$ cat config.mk
export PLATFORM = sky130hd
export DESIGN_NAME = fsuc_top
export DESIGN_NICKNAME = d
export VERILOG_FILES = /design/src/shared/fsuc_pkg.sv /design/src/rtl/fsuc_top.sv
export SDC_FILE = /design/constraint.sdc
export NUM_CORES = 1
export LEC_CHECK = 0
export BUFFER_PORTS_ARGS = -buffer_cell sky130_fd_sc_hd__buf_2
export CORE_MARGIN = 5
export CORE_UTILIZATION = 30
export CTS_BUF_LIST = sky130_fd_sc_hd__clkbuf_16
export DETAILED_ROUTE_END_ITERATION = 7
export GPL_TIMING_DRIVEN = 0
export PLACE_DENSITY = 0.43
export SYNTH_ARGS = -nofsm -noshare
export SYNTH_HDL_FRONTEND = slang
export SYNTH_SLANG_ARGS = --single-unit
$ cat constraint.sdc
create_clock -name pclk -period 3 [get_ports pclk]
set_input_delay 0.75 -clock pclk [delete_from_list [all_inputs] [get_ports pclk]]
set_output_delay 0.75 -clock pclk [all_outputs]
set_load 0.01 [all_outputs]
$ cat src/shared/fsuc_pkg.sv
// Constants and types for the flash self-update controller
package fsuc_pkg;
   // Geometry
   localparam int PAGE_WORDS = 32;
   localparam int WORD_W = 16;
   localparam int ADDR_W = 13;
   localparam int IDX_W = 5;
   localparam logic [4:0] LAST_IDX = 5'h1F;
   // Register byte offsets
   localparam logic [7:0] OFS_FC0 = 8'h00;
   localparam logic [7:0] OFS_FC1 = 8'h04;
   localparam logic [7:0] OFS_FC2 = 8'h08;
   localparam logic [7:0] OFS_FLASH_ADDRESS_LOW = 8'h0C;
   localparam logic [7:0] OFS_FLASH_ADDRESS_HIGH = 8'h10;
   localparam logic [7:0] OFS_FIRST_DATA_LOW = 8'h20;
   localparam logic [7:0] OFS_FIRST_DATA_HIGH = 8'h24;
   localparam logic [7:0] OFS_FD3H = 8'h3C;
   localparam logic [2:0] FD_BLOCK = 3'h1;
   // Control register 0 and 2 field positions
   localparam int BIT_ERASE_WRITE_ENABLED_FLAG = 7;
   localparam int MOD_HI = 6;
   localparam int MOD_LO = 4;
   localparam int BIT_ENABLE_PROCEDURE_TRIGGER = 3;
   localparam int BIT_FWT = 2;
   localparam int BIT_READ_FUNCTION_ENABLE = 1;
   localparam int BIT_FRD = 0;
   localparam int BIT_CLEAR_BUFFER_REQUEST = 0;
   // Operation select codes
   localparam logic [2:0] MODE_WRITE = 3'h0;
   localparam logic [2:0] MODE_ERASE = 3'h1;
   localparam logic [2:0] MODE_READ = 3'h3;
   localparam logic [2:0] MODE_ENABLE = 3'h6;
   // Flash array command codes
   localparam logic [1:0] FOP_WRITE = 2'h0;
   localparam logic [1:0] FOP_ERASE = 2'h1;
   localparam logic [1:0] FOP_READ = 2'h2;
   // Reset and cleared values
   localparam logic [7:0] RST_BYTE = 8'h00;
   localparam logic [15:0] CLEAR_WORD = 16'h0000;
   // Timing
   localparam int CLK_PERIOD_NS = 100;
   localparam int ENABLE_TIME_US = 10;
   localparam int ENABLE_CYCLES = (ENABLE_TIME_US * 1000 + CLK_PERIOD_NS - 1) / CLK_PERIOD_NS;
   localparam logic [7:0] ENABLE_LAST = 8'(ENABLE_CYCLES - 1);
   typedef enum logic [4:0] {
      ST_IDLE = 5'h01,
      ST_ERASE = 5'h02,
      ST_WRITE = 5'h04,
      ST_READ = 5'h08,
      ST_CLEAR = 5'h10
   } fsuc_state_e;
endpackage

$ cat src/rtl/fsuc_top.sv
// Flash self-update controller: APB registers, write buffer, flash sequencer, serial programming port
// How it works
// - Page and write buffer both hold thirty-two 16-bit words.
// - Erase takes one page, write a full 32-word page, read one word.
// - Enabled flag goes high when the enable procedure completes.
// - Buffer accepts words only while the enabled flag is high.
// - Software sets write-start; it stays high as busy during the write.
// - Write-start clears itself when the write finishes.
// - Read needs read-enable set; read-start then begins a one-word read.
// - Read-start clears when the word is available.
// - Erase page comes from upper eight address bits; low five ignored.
// - Clear-buffer bit empties the buffer, then returns to zero.
// - Buffer maps onto the page named by upper eight address bits.
// - Writing data high byte loads high and low bytes as one word.
// - Each buffer load below the page's last word increments the flash address registers.
// - Address stops incrementing at the last word of the page.
// - Buffer clears automatically after a write finishes.
// - Serial programming moves data both ways on one pin, programmer clocks.
// - Writing data low byte only updates that register.
// - Software may clear the enabled flag but cannot set it.
// - Op select: 000 write, 001 erase, 011 read, 110 enable.
// - Trigger bit starts the enable timer and clears on expiry.
//
// Register access over APB and the placing of the registers were left to the implementer.
`timescale 1ns/1ns
`default_nettype none
module fsuc_top (
   // Clock and reset
   input wire logic pclk,
   input wire logic presetn,
   // APB slave
   input wire logic psel,
   input wire logic penable,
   input wire logic pwrite,
   input wire logic [7:0] paddr,
   input wire logic [31:0] pwdata,
   output logic [31:0] prdata,
   output logic pready,
   output logic pslverr,
   // Flash array
   output logic fl_req,
   output logic [1:0] fl_op,
   output logic [12:0] fl_addr,
   output logic [15:0] fl_wdata,
   input wire logic fl_ack,
   input wire logic [15:0] fl_rdata,
   // Serial programming port
   input wire logic prog_serial_clock,
   input wire logic prog_serial_data_in,
   output logic prog_serial_data_out,
   output logic prog_serial_data_oe_n
);
   fsuc_pkg::fsuc_state_e state_reg;
   logic pready_reg, pslverr_reg, fl_req_reg;
   logic [31:0] prdata_reg;
   logic [1:0] fl_op_reg;
   logic [12:0] fl_addr_reg, far_reg;
   logic [15:0] fl_wdata_reg;
   logic erase_write_enabled_flag_reg, enable_procedure_trigger_reg, fwt_reg, read_function_enable_reg, frd_reg, clear_buffer_request_reg;
   logic [2:0] mode_reg;
   logic [7:0] fc1_reg, ept_cnt_reg, rd_val;
   logic [7:0] fd_reg [8];
   logic [15:0] wbuf_mem [fsuc_pkg::PAGE_WORDS];
   logic [4:0] wr_idx_reg;
   logic [2:0] pclk_s_reg, pdat_s_reg;
   logic pclk_lvl_reg, prog_out_reg, prog_oe_n_reg;
   logic [4:0] icp_cnt_reg;
   logic [15:0] icp_sh_reg;
   logic wr_en, wr_fc0, wr_first_data_high, buf_load, en_done, wr_fin, er_fin, rd_fin, buf_clr, icp_rise;

   function automatic logic is_mapped(input logic [7:0] a);
      is_mapped = (a[1:0] == 2'h0) && (a <= fsuc_pkg::OFS_FLASH_ADDRESS_HIGH || a[7:5] == fsuc_pkg::FD_BLOCK);
   endfunction

   // Writes take effect only at the edge where the access phase completes
   assign wr_en = psel & penable & pready_reg & pwrite & is_mapped(paddr);
   assign wr_fc0 = wr_en && paddr == fsuc_pkg::OFS_FC0;
   assign wr_first_data_high = wr_en && paddr == fsuc_pkg::OFS_FIRST_DATA_HIGH;
   assign buf_load = wr_first_data_high & erase_write_enabled_flag_reg & (state_reg == fsuc_pkg::ST_IDLE);
   assign en_done = enable_procedure_trigger_reg && ept_cnt_reg == fsuc_pkg::ENABLE_LAST;
   assign wr_fin = state_reg == fsuc_pkg::ST_WRITE && fl_ack && wr_idx_reg == fsuc_pkg::LAST_IDX;
   assign er_fin = state_reg == fsuc_pkg::ST_ERASE && fl_ack;
   assign rd_fin = state_reg == fsuc_pkg::ST_READ && fl_ack;
   assign buf_clr = state_reg == fsuc_pkg::ST_CLEAR || wr_fin;
   assign icp_rise = pclk_s_reg[1] == pclk_s_reg[2] && pclk_s_reg[2] && !pclk_lvl_reg;

   always_comb begin
      rd_val = fsuc_pkg::RST_BYTE;
      unique case (paddr)
         fsuc_pkg::OFS_FC0: rd_val = {erase_write_enabled_flag_reg, mode_reg, enable_procedure_trigger_reg, fwt_reg, read_function_enable_reg, frd_reg};
         fsuc_pkg::OFS_FC1: rd_val = fc1_reg;
         fsuc_pkg::OFS_FC2: rd_val = {7'h00, clear_buffer_request_reg};
         fsuc_pkg::OFS_FLASH_ADDRESS_LOW: rd_val = far_reg[7:0];
         fsuc_pkg::OFS_FLASH_ADDRESS_HIGH: rd_val = {3'h0, far_reg[12:8]};
         default: if (paddr[7:5] == fsuc_pkg::FD_BLOCK) rd_val = fd_reg[paddr[4:2]];
      endcase
   end

   // APB answer: one wait state, then ready with data or error
   always_ff @(posedge pclk or negedge presetn) begin
      if (!presetn) begin
         pready_reg <= 1'b0;
         pslverr_reg <= 1'b0;
         prdata_reg <= 32'h00000000;
      end else begin
         pready_reg <= psel & penable & ~pready_reg;
         pslverr_reg <= psel & penable & ~pready_reg & ~is_mapped(paddr);
         prdata_reg <= (psel & penable & ~pready_reg & ~pwrite) ? {24'h000000, rd_val} : 32'h00000000;
      end
   end

   // Control register 0
   always_ff @(posedge pclk or negedge presetn) begin
      if (!presetn) begin
         erase_write_enabled_flag_reg <= 1'b0;
         mode_reg <= fsuc_pkg::MODE_WRITE;
         enable_procedure_trigger_reg <= 1'b0;
         fwt_reg <= 1'b0;
         read_function_enable_reg <= 1'b0;
         frd_reg <= 1'b0;
      end else begin
         if (en_done) erase_write_enabled_flag_reg <= 1'b1;
         else if (wr_fc0 && !pwdata[fsuc_pkg::BIT_ERASE_WRITE_ENABLED_FLAG]) erase_write_enabled_flag_reg <= 1'b0;
         if (wr_fc0) begin
            mode_reg <= pwdata[fsuc_pkg::MOD_HI:fsuc_pkg::MOD_LO];
            read_function_enable_reg <= pwdata[fsuc_pkg::BIT_READ_FUNCTION_ENABLE];
         end
         // Trigger only counts while the enable code is selected
         if (wr_fc0 && pwdata[fsuc_pkg::BIT_ENABLE_PROCEDURE_TRIGGER]
             && pwdata[fsuc_pkg::MOD_HI:fsuc_pkg::MOD_LO] == fsuc_pkg::MODE_ENABLE) enable_procedure_trigger_reg <= 1'b1;
         else if (en_done) enable_procedure_trigger_reg <= 1'b0;
         // Start is refused unless idle, enabled and a write or erase code is given
         if (wr_fc0 && pwdata[fsuc_pkg::BIT_FWT] && state_reg == fsuc_pkg::ST_IDLE && erase_write_enabled_flag_reg
             && (pwdata[fsuc_pkg::MOD_HI:fsuc_pkg::MOD_LO] == fsuc_pkg::MODE_WRITE
             || pwdata[fsuc_pkg::MOD_HI:fsuc_pkg::MOD_LO] == fsuc_pkg::MODE_ERASE)) fwt_reg <= 1'b1;
         else if (wr_fin || er_fin) fwt_reg <= 1'b0;
         if (wr_fc0 && pwdata[fsuc_pkg::BIT_FRD] && pwdata[fsuc_pkg::BIT_READ_FUNCTION_ENABLE] && state_reg == fsuc_pkg::ST_IDLE
             && pwdata[fsuc_pkg::MOD_HI:fsuc_pkg::MOD_LO] == fsuc_pkg::MODE_READ) frd_reg <= 1'b1;
         else if (rd_fin) frd_reg <= 1'b0;
      end
   end

   // Enable procedure timer
   always_ff @(posedge pclk or negedge presetn) begin
      if (!presetn) ept_cnt_reg <= 8'h00;
      else if (enable_procedure_trigger_reg && !en_done) ept_cnt_reg <= ept_cnt_reg + 8'h01;
      else ept_cnt_reg <= 8'h00;
   end

   // Plain registers, clear-buffer request and data bytes
   always_ff @(posedge pclk or negedge presetn) begin
      if (!presetn) begin
         fc1_reg <= fsuc_pkg::RST_BYTE;
         clear_buffer_request_reg <= 1'b0;
         for (int i = 0; i < 8; i++) fd_reg[i] <= fsuc_pkg::RST_BYTE;
      end else begin
         if (wr_en && paddr == fsuc_pkg::OFS_FC1) fc1_reg <= pwdata[7:0];
         // A new request in the clearing cycle wins and asks for another clear
         if (wr_en && paddr == fsuc_pkg::OFS_FC2 && pwdata[fsuc_pkg::BIT_CLEAR_BUFFER_REQUEST]) clear_buffer_request_reg <= 1'b1;
         else if (state_reg == fsuc_pkg::ST_CLEAR) clear_buffer_request_reg <= 1'b0;
         if (wr_en && paddr[7:5] == fsuc_pkg::FD_BLOCK) fd_reg[paddr[4:2]] <= pwdata[7:0];
         if (rd_fin) begin
            fd_reg[0] <= fl_rdata[7:0];
            fd_reg[1] <= fl_rdata[15:8];
         end
      end
   end

   // Flash address: software loads it, buffer loads walk it within the page
   always_ff @(posedge pclk or negedge presetn) begin
      if (!presetn) far_reg <= 13'h0000;
      else if (wr_en && paddr == fsuc_pkg::OFS_FLASH_ADDRESS_LOW) far_reg[7:0] <= pwdata[7:0];
      else if (wr_en && paddr == fsuc_pkg::OFS_FLASH_ADDRESS_HIGH) far_reg[12:8] <= pwdata[4:0];
      else if (buf_load && far_reg[4:0] != fsuc_pkg::LAST_IDX) far_reg <= far_reg + 13'h0001;
   end

   // Write buffer
   always_ff @(posedge pclk or negedge presetn) begin
      if (!presetn) begin
         for (int i = 0; i < fsuc_pkg::PAGE_WORDS; i++) wbuf_mem[i] <= fsuc_pkg::CLEAR_WORD;
      end else if (buf_clr) begin
         for (int i = 0; i < fsuc_pkg::PAGE_WORDS; i++) wbuf_mem[i] <= fsuc_pkg::CLEAR_WORD;
      end else if (buf_load) begin
         wbuf_mem[far_reg[4:0]] <= {pwdata[7:0], fd_reg[0]};
      end
   end

   // Sequencer towards the flash array; request held until acknowledged
   always_ff @(posedge pclk or negedge presetn) begin
      if (!presetn) begin
         state_reg <= fsuc_pkg::ST_IDLE;
         fl_req_reg <= 1'b0;
         fl_op_reg <= fsuc_pkg::FOP_WRITE;
         fl_addr_reg <= 13'h0000;
         fl_wdata_reg <= 16'h0000;
         wr_idx_reg <= 5'h00;
      end else begin
         unique case (state_reg)
            fsuc_pkg::ST_IDLE: begin
               wr_idx_reg <= 5'h00;
               if (fwt_reg) begin
                  fl_req_reg <= 1'b1;
                  fl_addr_reg <= {far_reg[12:5], 5'h00};
                  fl_wdata_reg <= wbuf_mem[0];
                  if (mode_reg == fsuc_pkg::MODE_ERASE) begin
                     state_reg <= fsuc_pkg::ST_ERASE;
                     fl_op_reg <= fsuc_pkg::FOP_ERASE;
                  end else begin
                     state_reg <= fsuc_pkg::ST_WRITE;
                     fl_op_reg <= fsuc_pkg::FOP_WRITE;
                  end
               end else if (frd_reg) begin
                  state_reg <= fsuc_pkg::ST_READ;
                  fl_req_reg <= 1'b1;
                  fl_op_reg <= fsuc_pkg::FOP_READ;
                  fl_addr_reg <= far_reg;
               end else if (clear_buffer_request_reg) begin
                  state_reg <= fsuc_pkg::ST_CLEAR;
               end
            end
            fsuc_pkg::ST_WRITE: begin
               if (fl_ack) begin
                  if (wr_fin) begin
                     state_reg <= fsuc_pkg::ST_IDLE;
                     fl_req_reg <= 1'b0;
                  end else begin
                     wr_idx_reg <= wr_idx_reg + 5'h01;
                     fl_addr_reg <= fl_addr_reg + 13'h0001;
                     fl_wdata_reg <= wbuf_mem[wr_idx_reg + 5'h01];
                  end
               end
            end
            fsuc_pkg::ST_ERASE, fsuc_pkg::ST_READ: begin
               if (fl_ack) begin
                  state_reg <= fsuc_pkg::ST_IDLE;
                  fl_req_reg <= 1'b0;
               end
            end
            fsuc_pkg::ST_CLEAR: state_reg <= fsuc_pkg::ST_IDLE;
         endcase
      end
   end

   // Serial programming: 16 bits shifted in, then echoed back while driving the pin
   always_ff @(posedge pclk or negedge presetn) begin
      if (!presetn) begin
         pclk_s_reg <= 3'h0;
         pdat_s_reg <= 3'h0;
         pclk_lvl_reg <= 1'b0;
         icp_cnt_reg <= 5'h00;
         icp_sh_reg <= 16'h0000;
         prog_out_reg <= 1'b0;
         prog_oe_n_reg <= 1'b1;
      end else begin
         pclk_s_reg <= {pclk_s_reg[1:0], prog_serial_clock};
         pdat_s_reg <= {pdat_s_reg[1:0], prog_serial_data_in};
         if (pclk_s_reg[1] == pclk_s_reg[2]) pclk_lvl_reg <= pclk_s_reg[2];
         if (icp_rise) begin
            icp_cnt_reg <= icp_cnt_reg + 5'h01;
            icp_sh_reg <= {icp_sh_reg[14:0], icp_cnt_reg[4] ? 1'b0 : pdat_s_reg[2]};
         end
         prog_out_reg <= icp_sh_reg[15];
         prog_oe_n_reg <= ~icp_cnt_reg[4];
      end
   end

   assign prdata = prdata_reg;
   assign pready = pready_reg;
   assign pslverr = pslverr_reg;
   assign fl_req = fl_req_reg;
   assign fl_op = fl_op_reg;
   assign fl_addr = fl_addr_reg;
   assign fl_wdata = fl_wdata_reg;
   assign prog_serial_data_out = prog_out_reg;
   assign prog_serial_data_oe_n = prog_oe_n_reg;
endmodule
`default_nettype wire

==> results.toml <==
[min_path]
hold_class = "in -> async"

[critical_path]
reg2reg_depth = 7
path_buf_inv = 2
cp-start-kind = "register"
cp_max_fo = 10
r2r_slack_ps = -50
arrival_ps = 3590
crit_required_ps = 3540
criticalPathCategory = "reg -> reg"
cp-end-kind = "register"
reg2reg_from = "wr_idx_reg[1]"
crit_slowest_cell = "xor2_2"
r2r-end = "fl_wdata[14]"
path_delay_family = "buffers and inverters"
worstPathCellList = "ha_1 -> xor2_2 -> buf_2 -> buf_4 -> mux2i_1 -> a211oi_1 -> o32a_1"
critical-path-max-stage-delay_ps = 470

[logic_synthesis]
syn_inst = 3483
synthAdderAreaFrac_pct = 0.399
synth_compound_area_share_pct = 11.9
synth_top_family_by_area = "simple AND/OR/NAND/NOR gates"
syn_avg_cell_area_um2 = 9.90
async_reset_ff_share_pct = 100
synth_xor_area_share_pct = 0.454
syn-cell-area_um2 = 34500
ys_types = 73
synthSimpleGateAreaFrac_pct = 17.8
muxShareOfSynthArea_pct = 13.6
synth-edff-count = 0
synth-seq-cells = 696
synth_warnings = 0
synth-main-ff-cell = "dfrtp_1"
ys_seq_area_share_pct = 50.5

[routing]
drt.antenna.violating_nets = 0
routed_wl_um = 147000
wl_per_cell_um = 27.8
vias = 28500
drt_iter0_markers = 3473
vias_per_cell = 5.41
first_pass_iters = 5
drcViolationCount = 0

[clocking]
cts_tree = "done"
clkSlewWorstSetupHoldPaths_ps = 60
clock_sinks = 696
cts_buffer_depth = 3
cts_hold_buffers = 0
insertion_delay_ps = 680
cts_max_level = 3
root_buffer = "clkbuf_16"
cts_made_buffers = 86

[floorplanning]
fp.dieW_um = 349
initial_core_util_pct = 30.2
ios = 132
die_height_um = 349
num_rows = 124
core_area_um2 = 114000
die-area_um2 = 122000

[finish]
syn_to_final_growth_pct = 16.5
largest_reg_flops = 512
drive_gt1_share_pct = 19.6
fin_nets = 3759
antenna_cells = 0

[power_and_ir_drop]
pwr-share-seq_pct = 38.9
p_leak_nw = 16.9
p_per_area_nw_per_um2 = 640
p_sw_mw = 9.05
clock_power_share_pct = 40.5
peakVddDrop_uv = 400
p_sw_share_pct = 35.2
p_int_mw = 16.6
power_mw = 25.7
p_comb_share_pct = 20.6

[placement]
gp_congestion = 0.927
pre_cts_slack_ps = -1070
port_buffers = 75
dp_hpwl_um = 101000

[sta]
slew_violations = 11
hold_viol = 0
tightest_slew_ps = 1550
finalClockSkew_ps = 38.8
fin_ws_ps = -49.5
period_needed_ps = 3050
finalCritPeriodShare_pct = 102
rsz0062_at_grt = "yes"
max_slew_margin_pct = -3.00
final-setup-viol-count = 9
fmax_mhz = 328

[global_routing]
gr-total-overflow = 0
grt_usage_pct = 23.6
grt_pass1_wl_um = 210000
grt_pass1_vias = 27800
grt_start_max_net_pins = 109
antenna_found_initial = 2

[job]
drv_cap = 1

[outcome]
status = "complete, but fails checks"
violations = "capacitance limit, slew limit, setup timing"
==> layer usage <==
layer | wire, um | part of all wire, % | track usage, % | vias up
met5 | 0 | 0 | 0 | -
met4 | 4300 | 2.9 | 6.92 | 0
met3 | 10800 | 7.3 | 4.07 | 195
met2 | 64300 | 44 | 35.4 | 1152
met1 | 67200 | 46 | 35.1 | 14700
li1 | - | - | - | 12400
==> power by group through the flow <==
stage	logic (mW)	clock network [mW]	registers, mW
6_report	5.30	10.4	10.0
3_3_place_gp	5.11	0	10.2
3_5_place_dp	5.15	0	10.2
4_1_cts	5.21	10.6	10.0
2_1_floorplan	2.23	0	10.1
5_1_grt	5.51	11.0	10.0
==> worst reg2reg max path: cells and delay by family (launching register included) <==
| family | cells | cell delay [ps] |
|---|---|---|
| AO/OA/AOI/OAI | 2 | 570 |
| XOR/XNOR | 1 | 470 |
| flip-flops | 1 | 400 |
| buffers and inverters | 2 | 740 |
| multiplexers | 1 | 480 |
| adder cells (fa/ha/maj) | 1 | 250 |
==> cells in the final DEF, fill, tap and decap left out, types with 36 or more instances in the layout <==
cell type and count:
nand2_1 1021, inv_1 36, o21ai_1 61, a21oi_1 40, dfrtp_1 694, mux4_2 143
nand3_1 137, buf_4 73, mux2i_1 55, nor2_1 56, clkbuf_16 90, clkbuf_1 104
o21ai_0 518, mux2_2 76, clkbuf_2 93, buf_2 137
==> synth_stat cells, types with 5 or more instances <==
library cell     n  share of area (%)
inv_1           19               0.21
o32ai_1         10               0.25
xor2_1           5               0.13
and2_1          12               0.22
a211oi_1        21               0.46
a21oi_1         40               0.58
mux4_2         143                9.3
nor3_1           9               0.13
nor2_1          56               0.61
nor4_1           5              0.091
clkbuf_1       177                1.9
nand4_1          8               0.15
o21ai_0        518                7.5
or3_1            6               0.11
clkbuf_2        31               0.45
o32a_1          16               0.46
mux2i_1         61                1.8
a2111oi_0       11               0.28
or4_1            5               0.11
nand2b_1         5              0.091
xnor2_1         11               0.28
and3_1           9               0.16
o211ai_1         6               0.13
buf_6            6               0.20
buf_4           63                1.4
nor2b_1         24               0.44
o22ai_1         12               0.22
o21ai_1         61               0.89
a31oi_1         11               0.20
nand2_1       1022                 11
buf_2           65               0.94
nand3_1        137                2.0
nor4_4          28                1.7
buf_1           11               0.12
mux2_2          76                2.5
ha_1            11               0.40
dfrtp_1        694                 50
o31ai_1         10               0.22
==> timing repair <==
| item | CTS | global route |
|---|---|---|
| setup endpoints to repair | 505 | 235 |
| setup buffers | 3 | 0 |
| resized for setup | 82 | 55 |
| pin swaps | 1 | 0 |
| gates cloned | 0 | 0 |
==> area by class of cell <==
| type | instances | area, um^2 |
|---|---|---|
| multi-input combinational | 2438 | 15500 |
| buffer | 351 | 1870 |
| timing repair buffer | 92 | 673 |
| inverter | 19 | 71.3 |
| clock inverter | 71 | 497 |
| tap | 1512 | 1890 |
| clock buffer | 90 | 2250 |
| sequential | 696 | 17400 |
| fill | 11600 | 74000 |
==> logic make-up (layout without fill, tap and decap cells) <==
family,after synthesis,after routing
buf+inv,372,623
fa+ha+maj,11,11
flops,696,696
compound gates,746,746
simple gates,1360,1360
xor+xnor,17,17
mux,280,280
other cells,1,24
==> how the worst max path moves through the flow <==
stage | start | to | slack, ps | depth (start not counted)
2_1_floorplan | paddr[1] | fc1_reg[0] | 490 | 5
3_3_place_gp | presetn | wbuf_mem[42] | -15310 | 1
3_5_place_dp | paddr[3] | wbuf_mem[77] | -1070 | 9
4_1_cts | wr_idx_reg[1] | wbuf_mem[38] | -30 | 10
5_1_grt | wr_idx_reg[1] | wbuf_mem[23] | -140 | 10
6_report | wr_idx_reg[1] | fl_wdata[14] | -50 | 7
==> metrics by stage <==
step | utilization, % | setup TNS, ps | cell area [um^2] | hold slack [ps] | instances
after floorplan | - | 0 | 34600 | 331 | 3506
after global placement | 32.2 | - | 36800 | 334 | 5093
after detailed placement | 32.5 | -335860 | 37100 | 335 | 5107
after CTS | 35.1 | -247 | 40100 | 63.4 | 5269
after global routing | 35.2 | -3800 | 40100 | 118 | 5269
final | 35.2 | -140 | 40100 | 44.7 | 5269
No activity file was read; power rests on OpenSTA's default activity.
